==> src/hdl/tcs_pkg.sv <==
// Purpose: shared constants for the timer clock select and gating block
// Assumes: 8-bit special function register port, single system clock
// Notes: counts are in system clock cycles
package tcs_pkg;
  // ************************************
  // register map
  // ************************************
  localparam logic [7:0] TCS_TIMER_CLOCK_CONTROL_ADDR = 8'h8E;
  localparam logic [7:0] TCS_TIMER_CLOCK_CONTROL_RESET = 8'h00;
  localparam logic [7:0] TCS_TIMER_CLOCK_CONTROL_WMASK = 8'h3F;
  localparam int TCS_SCALE_LSB = 0;
  localparam int TCS_T0_SYS_BIT = 2;
  localparam int TCS_T1_SYS_BIT = 3;
  localparam int TCS_T2L_SYS_BIT = 4;
  localparam int TCS_T2H_SYS_BIT = 5;
  // ************************************
  // prescale encodings and divisors
  // ************************************
  localparam logic [1:0] TCS_SCALE_DIV12 = 2'h0;
  localparam logic [1:0] TCS_SCALE_DIV4 = 2'h1;
  localparam logic [1:0] TCS_SCALE_DIV48 = 2'h2;
  localparam logic [1:0] TCS_SCALE_EXT8 = 2'h3;
  localparam logic [5:0] TCS_DIV12_CYC = 6'hC;
  localparam logic [5:0] TCS_DIV4_CYC = 6'h4;
  localparam logic [5:0] TCS_DIV48_CYC = 6'h30;
  localparam logic [2:0] TCS_EXT_DIV_LAST = 3'h7;
  localparam int TCS_CNT_W = 13;
  localparam int TCS_LOW_W = 5;
  localparam logic [5:0] TCS_PRESC_RESET = 6'h00;
endpackage

==> src/hdl/tcs_presc_if.sv <==
// Purpose: carrier between the gating top and the shared prescaler
// Assumes: all signals on the system clock
// Notes: ticks are one-cycle enables
`timescale 1ns/1ps
`default_nettype none
interface tcs_presc_if;
  logic ce;
  logic [1:0] scale_sel;
  logic tick_scaled;
  logic tick_div12;
  logic tick_ext8;
  modport ctrl (output ce, output scale_sel, input tick_scaled, input tick_div12, input tick_ext8);
  modport presc (input ce, input scale_sel, output tick_scaled, output tick_div12, output tick_ext8);
endinterface
`default_nettype wire

==> src/hdl/tcs_prescaler.sv <==
// Purpose: shared prescaler: system clock /12, /4, /48 and external clock /8
// Assumes: external clock slower than half the system clock
// Notes: one free-running modulo-48 counter serves all three divisors
`timescale 1ns/1ps
`default_nettype none
module tcs_prescaler
  import tcs_pkg::*;
(
  // clock and reset
  input wire logic clk_i,
  input wire logic nrst_i,
  // external clock pin
  input wire logic ext_clk_i,
  // prescaler carrier
  tcs_presc_if.presc bus
);
  import tcs_pkg::*;

  typedef struct packed {
    logic [5:0] cnt;
    logic ext_s1;
    logic ext_s2;
    logic ext_s3;
    logic [2:0] ext_cnt;
    logic tick_scaled;
    logic tick_div12;
    logic tick_ext8;
  } tcs_presc_s;

  tcs_presc_s st_q, st_d;

  // ************************************
  // next state
  // ************************************
  always_comb begin
    logic t12;
    logic t4;
    logic t48;
    logic t8;
    t12 = 1'b0;
    t4 = 1'b0;
    t48 = 1'b0;
    t8 = 1'b0;
    st_d = st_q;
    st_d.cnt = (st_q.cnt == TCS_DIV48_CYC - 6'h1) ? TCS_PRESC_RESET : st_q.cnt + 6'h1;
    // /48 period is a multiple of 12 and 4, so all ticks stay evenly spaced
    t12 = (st_q.cnt % TCS_DIV12_CYC) == (TCS_DIV12_CYC - 6'h1);
    t4 = (st_q.cnt % TCS_DIV4_CYC) == (TCS_DIV4_CYC - 6'h1);
    t48 = st_q.cnt == (TCS_DIV48_CYC - 6'h1);
    // external clock: two-stage sync, then rising edges counted by 8
    st_d.ext_s1 = ext_clk_i;
    st_d.ext_s2 = st_q.ext_s1;
    st_d.ext_s3 = st_q.ext_s2;
    t8 = 1'b0;
    if (st_q.ext_s2 && !st_q.ext_s3) begin
      st_d.ext_cnt = st_q.ext_cnt + 3'h1;
      t8 = st_q.ext_cnt == TCS_EXT_DIV_LAST;
    end
    unique case (bus.scale_sel)
      TCS_SCALE_DIV12: st_d.tick_scaled = t12;
      TCS_SCALE_DIV4: st_d.tick_scaled = t4;
      TCS_SCALE_DIV48: st_d.tick_scaled = t48;
      TCS_SCALE_EXT8: st_d.tick_scaled = t8;
    endcase
    st_d.tick_div12 = t12;
    st_d.tick_ext8 = t8;
  end

  always_ff @(posedge clk_i) begin
    if (!nrst_i) begin
      st_q <= '0;
    end else if (bus.ce) begin
      st_q <= st_d;
    end
  end

  assign bus.tick_scaled = st_q.tick_scaled;
  assign bus.tick_div12 = st_q.tick_div12;
  assign bus.tick_ext8 = st_q.tick_ext8;
endmodule
`default_nettype wire

==> src/hdl/tcs_timer_clk_gate.sv <==
// Purpose: clock select and run gating for timers 0 and 1, clock select for timer 2
// Assumes: control bits of other registers arrive as plain same-clock inputs
// Notes: timers 0 and 1 are shown in their 13-bit mode
// Summary of operation
// - timer 0 counts only if run set and gate off or gate input active
// - timer 0 gate input active level set by gate_a_polarity
// - setting run never clears or reloads the count
// - timer 1 is 13-bit, gated like timer 0 through its own bits
// - timer 1 uses gate input a with active level from gate_b_polarity
// - timer 0 select 1 uses system clock, 0 uses selected prescaler output
// - timer 1 select 1 uses system clock, 0 uses shared prescaler output
// - prescale 00 /12, 01 /4, 10 /48, 11 synchronised external /8
// - timer 2 byte select 1 system clock, 0 source from ext-clock bit
// - timer 2 high-byte select matters only in split 8-bit mode
`timescale 1ns/1ps
`default_nettype none
module tcs_timer_clk_gate
  import tcs_pkg::*;
#(
  parameter int CNT_W = TCS_CNT_W
)
(
  // clock, reset, enable
  input wire logic CLK_I,
  input wire logic NRST_I,
  input wire logic CE_I,
  // special function register port
  input wire logic [7:0] SFR_ADDR_I,
  input wire logic SFR_WE_I,
  input wire logic [7:0] SFR_WDATA_I,
  output logic [7:0] SFR_RDATA_O,
  // timer control and mode bits
  input wire logic TIMER0_RUN_I,
  input wire logic TIMER0_GATE_ENABLE_I,
  input wire logic TIMER0_COUNTER_MODE_I,
  input wire logic TIMER1_RUN_I,
  input wire logic TIMER1_GATE_ENABLE_I,
  input wire logic TIMER1_COUNTER_MODE_I,
  input wire logic GATE_A_POLARITY_I,
  input wire logic GATE_B_POLARITY_I,
  input wire logic TIMER2_EXT_CLOCK_SELECT_I,
  input wire logic TIMER2_SPLIT_MODE_I,
  // pins
  input wire logic EXTERNAL_GATE_INPUT_A_I,
  input wire logic EXT_CLK_I,
  input wire logic TIMER0_EVENT_I,
  input wire logic TIMER1_EVENT_I,
  // count loads
  input wire logic TIMER0_LOAD_LOW_I,
  input wire logic TIMER0_LOAD_HIGH_I,
  input wire logic TIMER1_LOAD_LOW_I,
  input wire logic TIMER1_LOAD_HIGH_I,
  input wire logic [7:0] LOAD_DATA_I,
  // timer state
  output logic [CNT_W-1:0] TIMER0_COUNT_O,
  output logic [CNT_W-1:0] TIMER1_COUNT_O,
  output logic TIMER0_OVERFLOW_O,
  output logic TIMER1_OVERFLOW_O,
  output logic TIMER0_ENABLED_O,
  output logic TIMER1_ENABLED_O,
  output logic TIMER2_LOW_TICK_O,
  output logic TIMER2_HIGH_TICK_O,
  output logic [7:0] TIMER_CLOCK_CONTROL_O
);
  import tcs_pkg::*;

  // ************************************
  // helpers
  // ************************************
  function automatic logic gate_open(input logic run, input logic gate_en, input logic gate_in,
                                     input logic pol);
    gate_open = run && (!gate_en || (gate_in == pol));
  endfunction

  // one decode shared by write and read paths
  function automatic logic is_timer_clock_control(input logic [7:0] addr);
    is_timer_clock_control = addr == TCS_TIMER_CLOCK_CONTROL_ADDR;
  endfunction

  typedef struct packed {
    logic [7:0] timer_clock_control;
    logic [7:0] rdata;
    logic gate_s1;
    logic gate_s2;
    logic [1:0] ev_s1;
    logic [1:0] ev_s2;
    logic [1:0] ev_s3;
    logic [1:0][CNT_W-1:0] cnt;
    logic [1:0] ovf;
    logic [1:0] en;
    logic t2_low;
    logic t2_high;
  } tcs_state_s;

  tcs_state_s st_q, st_d;
  tcs_presc_if presc_bus ();

  assign presc_bus.ce = CE_I;
  assign presc_bus.scale_sel = st_q.timer_clock_control[TCS_SCALE_LSB +: 2];

  tcs_prescaler u_presc (
    .clk_i(CLK_I),
    .nrst_i(NRST_I),
    .ext_clk_i(EXT_CLK_I),
    .bus(presc_bus)
  );

  // ************************************
  // next state
  // ************************************
  always_comb begin
    logic [1:0] run;
    logic [1:0] gen;
    logic [1:0] cmode;
    logic [1:0] pol;
    logic [1:0] sys;
    logic [1:0] ld_lo;
    logic [1:0] ld_hi;
    logic [1:0] ev_fall;
    logic tick;
    logic t2_src;
    ev_fall = 2'b00;
    tick = 1'b0;
    t2_src = 1'b0;
    run = {TIMER1_RUN_I, TIMER0_RUN_I};
    gen = {TIMER1_GATE_ENABLE_I, TIMER0_GATE_ENABLE_I};
    cmode = {TIMER1_COUNTER_MODE_I, TIMER0_COUNTER_MODE_I};
    pol = {GATE_B_POLARITY_I, GATE_A_POLARITY_I};
    sys = {st_q.timer_clock_control[TCS_T1_SYS_BIT], st_q.timer_clock_control[TCS_T0_SYS_BIT]};
    ld_lo = {TIMER1_LOAD_LOW_I, TIMER0_LOAD_LOW_I};
    ld_hi = {TIMER1_LOAD_HIGH_I, TIMER0_LOAD_HIGH_I};
    st_d = st_q;
    // register port; reserved bits never stored so they read 0
    if (SFR_WE_I && is_timer_clock_control(SFR_ADDR_I)) begin
      st_d.timer_clock_control = SFR_WDATA_I & TCS_TIMER_CLOCK_CONTROL_WMASK;
    end
    st_d.rdata = is_timer_clock_control(SFR_ADDR_I) ? st_q.timer_clock_control : 8'h00;
    // pins pass two flops before use
    st_d.gate_s1 = EXTERNAL_GATE_INPUT_A_I;
    st_d.gate_s2 = st_q.gate_s1;
    st_d.ev_s1 = {TIMER1_EVENT_I, TIMER0_EVENT_I};
    st_d.ev_s2 = st_q.ev_s1;
    st_d.ev_s3 = st_q.ev_s2;
    ev_fall = st_q.ev_s3 & ~st_q.ev_s2;
    for (int i = 0; i < 2; i++) begin
      // both timers share gate input a, each with its own polarity bit
      st_d.en[i] = gate_open(run[i], gen[i], st_q.gate_s2, pol[i]);
      if (cmode[i]) begin
        tick = ev_fall[i];
      end else if (sys[i]) begin
        tick = 1'b1;
      end else begin
        tick = presc_bus.tick_scaled;
      end
      st_d.ovf[i] = 1'b0;
      // run only gates ticks; the count itself is left untouched
      if (st_q.en[i] && tick) begin
        st_d.cnt[i] = st_q.cnt[i] + 1'b1;
        st_d.ovf[i] = &st_q.cnt[i];
      end
      // a load in the same cycle as a tick wins, so the written value sticks
      if (ld_lo[i]) begin
        st_d.cnt[i][TCS_LOW_W-1:0] = LOAD_DATA_I[TCS_LOW_W-1:0];
      end
      if (ld_hi[i]) begin
        st_d.cnt[i][CNT_W-1:TCS_LOW_W] = LOAD_DATA_I[CNT_W-TCS_LOW_W-1:0];
      end
    end
    // timer 2: 0 selects by ext-clock bit, /12 or synchronised external /8
    t2_src = TIMER2_EXT_CLOCK_SELECT_I ? presc_bus.tick_ext8 : presc_bus.tick_div12;
    st_d.t2_low = st_q.timer_clock_control[TCS_T2L_SYS_BIT] ? 1'b1 : t2_src;
    if (TIMER2_SPLIT_MODE_I) begin
      st_d.t2_high = st_q.timer_clock_control[TCS_T2H_SYS_BIT] ? 1'b1 : t2_src;
    end else begin
      st_d.t2_high = st_d.t2_low;
    end
  end

  always_ff @(posedge CLK_I) begin
    if (!NRST_I) begin
      st_q <= '0;
      st_q.timer_clock_control <= TCS_TIMER_CLOCK_CONTROL_RESET;
    end else if (CE_I) begin
      st_q <= st_d;
    end
  end

  // ************************************
  // outputs
  // ************************************
  assign SFR_RDATA_O = st_q.rdata;
  assign TIMER0_COUNT_O = st_q.cnt[0];
  assign TIMER1_COUNT_O = st_q.cnt[1];
  assign TIMER0_OVERFLOW_O = st_q.ovf[0];
  assign TIMER1_OVERFLOW_O = st_q.ovf[1];
  assign TIMER0_ENABLED_O = st_q.en[0];
  assign TIMER1_ENABLED_O = st_q.en[1];
  assign TIMER2_LOW_TICK_O = st_q.t2_low;
  assign TIMER2_HIGH_TICK_O = st_q.t2_high;
  assign TIMER_CLOCK_CONTROL_O = st_q.timer_clock_control;
endmodule
`default_nettype wire

==> config.mk <==
export PLATFORM = sky130hd
export DESIGN_NAME = tcs_timer_clk_gate
export DESIGN_NICKNAME = d
export VERILOG_FILES = /design/src/hdl/tcs_pkg.sv /design/src/hdl/tcs_presc_if.sv /design/src/hdl/tcs_prescaler.sv /design/src/hdl/tcs_timer_clk_gate.sv
export SDC_FILE = /design/constraint.sdc
export NUM_CORES = 1
export LEC_CHECK = 0
export CAP_MARGIN = 30
export CORE_MARGIN = 2
export CORE_UTILIZATION = 57
export CTS_BUF_LIST = sky130_fd_sc_hd__clkbuf_16
export DETAILED_ROUTE_END_ITERATION = 8
export DONT_BUFFER_PORTS = 1
export GPL_TIMING_DRIVEN = 0
export PLACE_DENSITY = 0.76
export SYNTH_ARGS = -nofsm -noshare
export SYNTH_HDL_FRONTEND = slang
export SYNTH_SLANG_ARGS = --single-unit
==> constraint.sdc <==
create_clock -name CLK_I -period 1.55 [get_ports CLK_I]
set_input_delay 0.155 -clock CLK_I [delete_from_list [all_inputs] [get_ports CLK_I]]
set_output_delay 0.155 -clock CLK_I [all_outputs]
set_load 0.02 [all_outputs]
==> impl_metrics.xml <==
<?xml version="1.0" encoding="UTF-8"?>
<metrics>
  <group name="status">
    <metric name="run_status" unit="">finished, violations left</metric>
    <metric name="failed_checks" unit="">negative setup slack</metric>
  </group>
  <group name="routing">
    <metric name="wl" unit="mm">11.2</metric>
    <metric name="drt_drc_violations_left" unit="">0</metric>
    <metric name="ant_nets" unit="">0</metric>
    <metric name="routed-via-count" unit="">3757</metric>
    <metric name="routed_wire_length_per_instance" unit="µm">19.4</metric>
    <metric name="via_per_inst" unit="">6.51</metric>
    <metric name="drt_first_pass_iters" unit="">5</metric>
    <metric name="drt_iter0_drc" unit="">333</metric>
  </group>
  <group name="timing">
    <metric name="period_needed" unit="ps">1600</metric>
    <metric name="clock-skew-final" unit="ps">9.87</metric>
    <metric name="worst_hold_slack" unit="ps">3.09</metric>
    <metric name="timing.slew.headroom" unit="%">50.5</metric>
    <metric name="grt_setup_unrepaired" unit="">yes</metric>
    <metric name="report.final.setup_viol" unit="">2</metric>
    <metric name="slew_viol_final" unit="">0</metric>
    <metric name="timing_hold_violations_final" unit="">0</metric>
    <metric name="worst-slew-pin-transition" unit="ps">742</metric>
    <metric name="layout_worst_path_cycle_share" unit="%">103</metric>
    <metric name="fmaxAchievable" unit="MHz">626</metric>
    <metric name="timing.final.ws_setup" unit="ps">-47.5</metric>
  </group>
  <group name="critical_path">
    <metric name="setup.worst_path.start_class" unit="">flop</metric>
    <metric name="cp_cell_sequence" unit="">or2_2 &gt; a211oi_2 &gt; nor2_1 &gt; a211oi_1</metric>
    <metric name="crit_path_max_fanout" unit="">4</metric>
    <metric name="critical_path.max_stage_delay" unit="ps">350</metric>
    <metric name="cp.arrival" unit="ps">1800</metric>
    <metric name="worst-path-buf-inv" unit="">0</metric>
    <metric name="slowest_stage" unit="">sky130_fd_sc_hd__dfxtp_4</metric>
    <metric name="worst-setup-path-type" unit="">flop to flop</metric>
    <metric name="timing.critical_path.max_delay_family" unit="">compound AO/OA/AOI/OAI gates</metric>
    <metric name="crit_path_end_kind" unit="">flop</metric>
    <metric name="critPathRequiredTime" unit="ps">1750</metric>
  </group>
  <group name="cts">
    <metric name="cts.clk_slew.worst_paths" unit="ps">60</metric>
    <metric name="clock_network_latency_to_the_later_pin_of_the_worst_skew_pair" unit="ps">340</metric>
    <metric name="numCtsBuffers" unit="">9</metric>
    <metric name="number_of_clock_sinks" unit="">67</metric>
    <metric name="htree_num_levels" unit="">3</metric>
    <metric name="clock-root-buffer" unit="">sky130_fd_sc_hd__clkbuf_16</metric>
    <metric name="tritoncts" unit="">yes</metric>
    <metric name="longest_clk_path_bufs" unit="">2</metric>
  </group>
  <group name="synthesis">
    <metric name="compound_gate_fraction_of_synth_area" unit="%">22.7</metric>
    <metric name="synth-edff-count" unit="">0</metric>
    <metric name="synth_seq_cells" unit="">67</metric>
    <metric name="yosys_most_used_dff" unit="">sky130_fd_sc_hd__dfxtp_1</metric>
    <metric name="yosys.area_share.adder" unit="%">1.96</metric>
    <metric name="yosysWarnings" unit="">0</metric>
    <metric name="dominant_combinational_cell_family_by_area_after_synthesis" unit="">compound AO/OA/AOI/OAI gates</metric>
    <metric name="synth_mux_area_share" unit="%">5.26</metric>
    <metric name="syn_inst" unit="">456</metric>
    <metric name="mappedNetlistArea" unit="µm²">3830</metric>
    <metric name="portion_of_synthesized_cell_area_occupied_by_the_leading_cell_type" unit="%">35.0</metric>
    <metric name="synth_largest_area_cell" unit="">sky130_fd_sc_hd__dfxtp_1</metric>
    <metric name="ys_top_cells_by_area" unit="">sky130_fd_sc_hd__dfxtp_1, sky130_fd_sc_hd__buf_4, sky130_fd_sc_hd__mux2i_1</metric>
    <metric name="xor_and_xnor_fraction_of_the_mapped_netlist_area" unit="%">1.60</metric>
    <metric name="asyncSetResetFlopFracSynth" unit="%">0</metric>
    <metric name="synth-simple-area-share" unit="%">21.0</metric>
    <metric name="yosys.cell_types.count" unit="">61</metric>
    <metric name="synth.avg_cell_area" unit="µm²">8.40</metric>
    <metric name="synth_seq_area_share" unit="%">35.0</metric>
  </group>
  <group name="floorplanning">
    <metric name="placementRows" unit="">29</metric>
    <metric name="boundaryPins" unit="">94</metric>
    <metric name="initial_core_util" unit="%">59.7</metric>
    <metric name="floorplan.die_area" unit="µm²">7400</metric>
    <metric name="core_region_area" unit="µm²">6420</metric>
    <metric name="die_height" unit="µm">86.0</metric>
    <metric name="fp.dieW" unit="µm">86.0</metric>
  </group>
  <group name="global_route">
    <metric name="grt_pass1_wl" unit="mm">16.9</metric>
    <metric name="antenna_found_initial" unit="">0</metric>
    <metric name="grt_max_degree" unit="">14</metric>
    <metric name="groute.usage.overall" unit="%">29.4</metric>
    <metric name="overflow" unit="">0</metric>
    <metric name="grt_pass1_vias" unit="">3428</metric>
  </group>
  <group name="cells_and_area">
    <metric name="fill_cells" unit="">483</metric>
    <metric name="layout_cells_sized_above_1" unit="%">25.4</metric>
    <metric name="final_cell_mix" unit="">sky130_fd_sc_hd__buf_4, sky130_fd_sc_hd__dfxtp_1, sky130_fd_sc_hd__nor2_1, sky130_fd_sc_hd__nand2_1, sky130_fd_sc_hd__a21oi_1</metric>
    <metric name="antenna_cells" unit="">0</metric>
    <metric name="post_synthesis_to_final_layout_area_growth" unit="%">22.8</metric>
    <metric name="layout_commonest_cell" unit="">sky130_fd_sc_hd__buf_4</metric>
    <metric name="finish.net_count" unit="">547</metric>
  </group>
  <group name="power_and_ir_drop">
    <metric name="seq_power_share" unit="%">41.8</metric>
    <metric name="power.share.clock" unit="%">46.2</metric>
    <metric name="power.density_cell_area" unit="nW/µm²">940</metric>
    <metric name="power.share.switching" unit="%">26.5</metric>
    <metric name="power.switching" unit="mW">1.17</metric>
    <metric name="design_power_total" unit="mW">4.42</metric>
    <metric name="power.static_leakage" unit="nW">1.87</metric>
    <metric name="power_report.internal_total" unit="mW">3.25</metric>
    <metric name="p_comb_share" unit="%">12.0</metric>
    <metric name="ir_drop" unit="mV">0.818</metric>
  </group>
  <group name="hold_path">
    <metric name="worst_hold_path_type" unit="">primary input to flop</metric>
  </group>
  <group name="place">
    <metric name="globalplace.congestion" unit="">0.929</metric>
    <metric name="hpwlAfterDp" unit="mm">7.40</metric>
    <metric name="port_buffers" unit="">0</metric>
  </group>
  <group name="job">
    <metric name="maxCapViolations" unit="">0</metric>
  </group>
</metrics>
Yosys cell counts (7+ instances only):
library cell / instances
sky130_fd_sc_hd__nand2_1: 28
sky130_fd_sc_hd__inv_1: 9
sky130_fd_sc_hd__a21oi_1: 28
sky130_fd_sc_hd__o21ai_0: 9
sky130_fd_sc_hd__mux2i_1: 19
sky130_fd_sc_hd__dfxtp_1: 67
sky130_fd_sc_hd__o31ai_1: 14
sky130_fd_sc_hd__and3_1: 8
sky130_fd_sc_hd__a211oi_1: 7
sky130_fd_sc_hd__a31oi_1: 11
sky130_fd_sc_hd__a22oi_1: 12
sky130_fd_sc_hd__and4_1: 9
sky130_fd_sc_hd__buf_4: 42
sky130_fd_sc_hd__nand3_1: 17
sky130_fd_sc_hd__clkbuf_1: 25
sky130_fd_sc_hd__o311ai_0: 7
sky130_fd_sc_hd__nor2_1: 42
worst paths after layout:
path | from | slack [ps] | to | depth (start not counted)
worst max-delay path | TIMER_CLOCK_CONTROL_O[3]$_SDFFE_PN0P_ | -50 | TIMER1_COUNT_O[1]$_SDFFE_PN0P_ | 4
worst min-delay path | LOAD_DATA_I[0] | 3 | TIMER0_COUNT_O[0]$_SDFFE_PN0P_ | 2
worst max register to register | TIMER_CLOCK_CONTROL_O[3]$_SDFFE_PN0P_ | -50 | TIMER1_COUNT_O[1]$_SDFFE_PN0P_ | 4
worst min register to register | u_presc.st_q[4]$_SDFFE_PN0P_ | 500 | u_presc.st_q[4]$_SDFFE_PN0P_ | 2
timing repair:
action                                 CTS  global route
setup buffers                            5            10
pin swaps                                3             6
resized for setup                       33            33
setup endpoints to repair               25            22
hold buffers                            16             0
endpoints found under the hold margin   13             0
worst reg2reg max path, stage by stage (launching register included):
cell                       delay [ps]
sky130_fd_sc_hd__dfxtp_4          350
sky130_fd_sc_hd__or2_2            350
sky130_fd_sc_hd__a211oi_2         310
sky130_fd_sc_hd__nor2_1           120
sky130_fd_sc_hd__a211oi_1         340
metrics by stage:
stage               setup TNS, ps  cells  cell area (µm²)  setup slack [ps]  utilization [%]
global placement            -5030    536             3950              -299             61.5
CTS                         -6.98    567             4530             -6.98             70.6
detailed placement          -6150    536             3950              -325             61.5
global route                 -201    577             4710              -101             73.3
finish                      -85.4    577             4710             -47.5             73.3
floorplan                       0    459             3850             0.657                -
area by class of cell:
type | instances | area, µm² | area share, %
multi-input cells | 309 | 2200 | 46.8
plain buffers | 68 | 422 | 8.96
flip-flops and latches | 67 | 1380 | 29.3
clock buffers | 9 | 225 | 4.79
clock inverters | 7 | 75.1 | 1.60
well taps | 77 | 96.3 | 2.05
inverters | 9 | 33.8 | 0.718
repair buffers | 31 | 273 | 5.80
per-layer routing:
metal  global-route usage [%]  routed length, µm
met3                     6.54               1020
met2                     48.8               5340
met5                        0                  0
met4                     15.2                391
met1                     35.6               4420
registers in the layout, summed over array words and instances, names as in the netlist, 2 cells and up:
name	flops
SFR_RDATA_O	6
TIMER0_COUNT_O	13
TIMER1_COUNT_O	13
TIMER_CLOCK_CONTROL_O	6
st_d	5
st_q	3
u_presc.st_d	2
u_presc.st_q	10
power groups by stage:
stage	sequential, mW	clock, mW	combinational (mW)
finish	1.85	2.05	0.530
global route	1.86	2.15	0.570
CTS	1.85	2.06	0.488
detailed placement	1.89	0	0.433
global placement	1.88	0	0.423
floorplan	1.87	0	0.359
kinds of logic after synthesis:
logic type,count (synthesis)
flip-flops,67
other,1
multiplexers,20
AO/OA/AOI/OAI,122
XOR/XNOR,7
adder cells (fa/ha/maj),6
buffers and inverters,83
AND/OR/NAND/NOR,150
No activity file was read; power rests on OpenSTA's default activity.
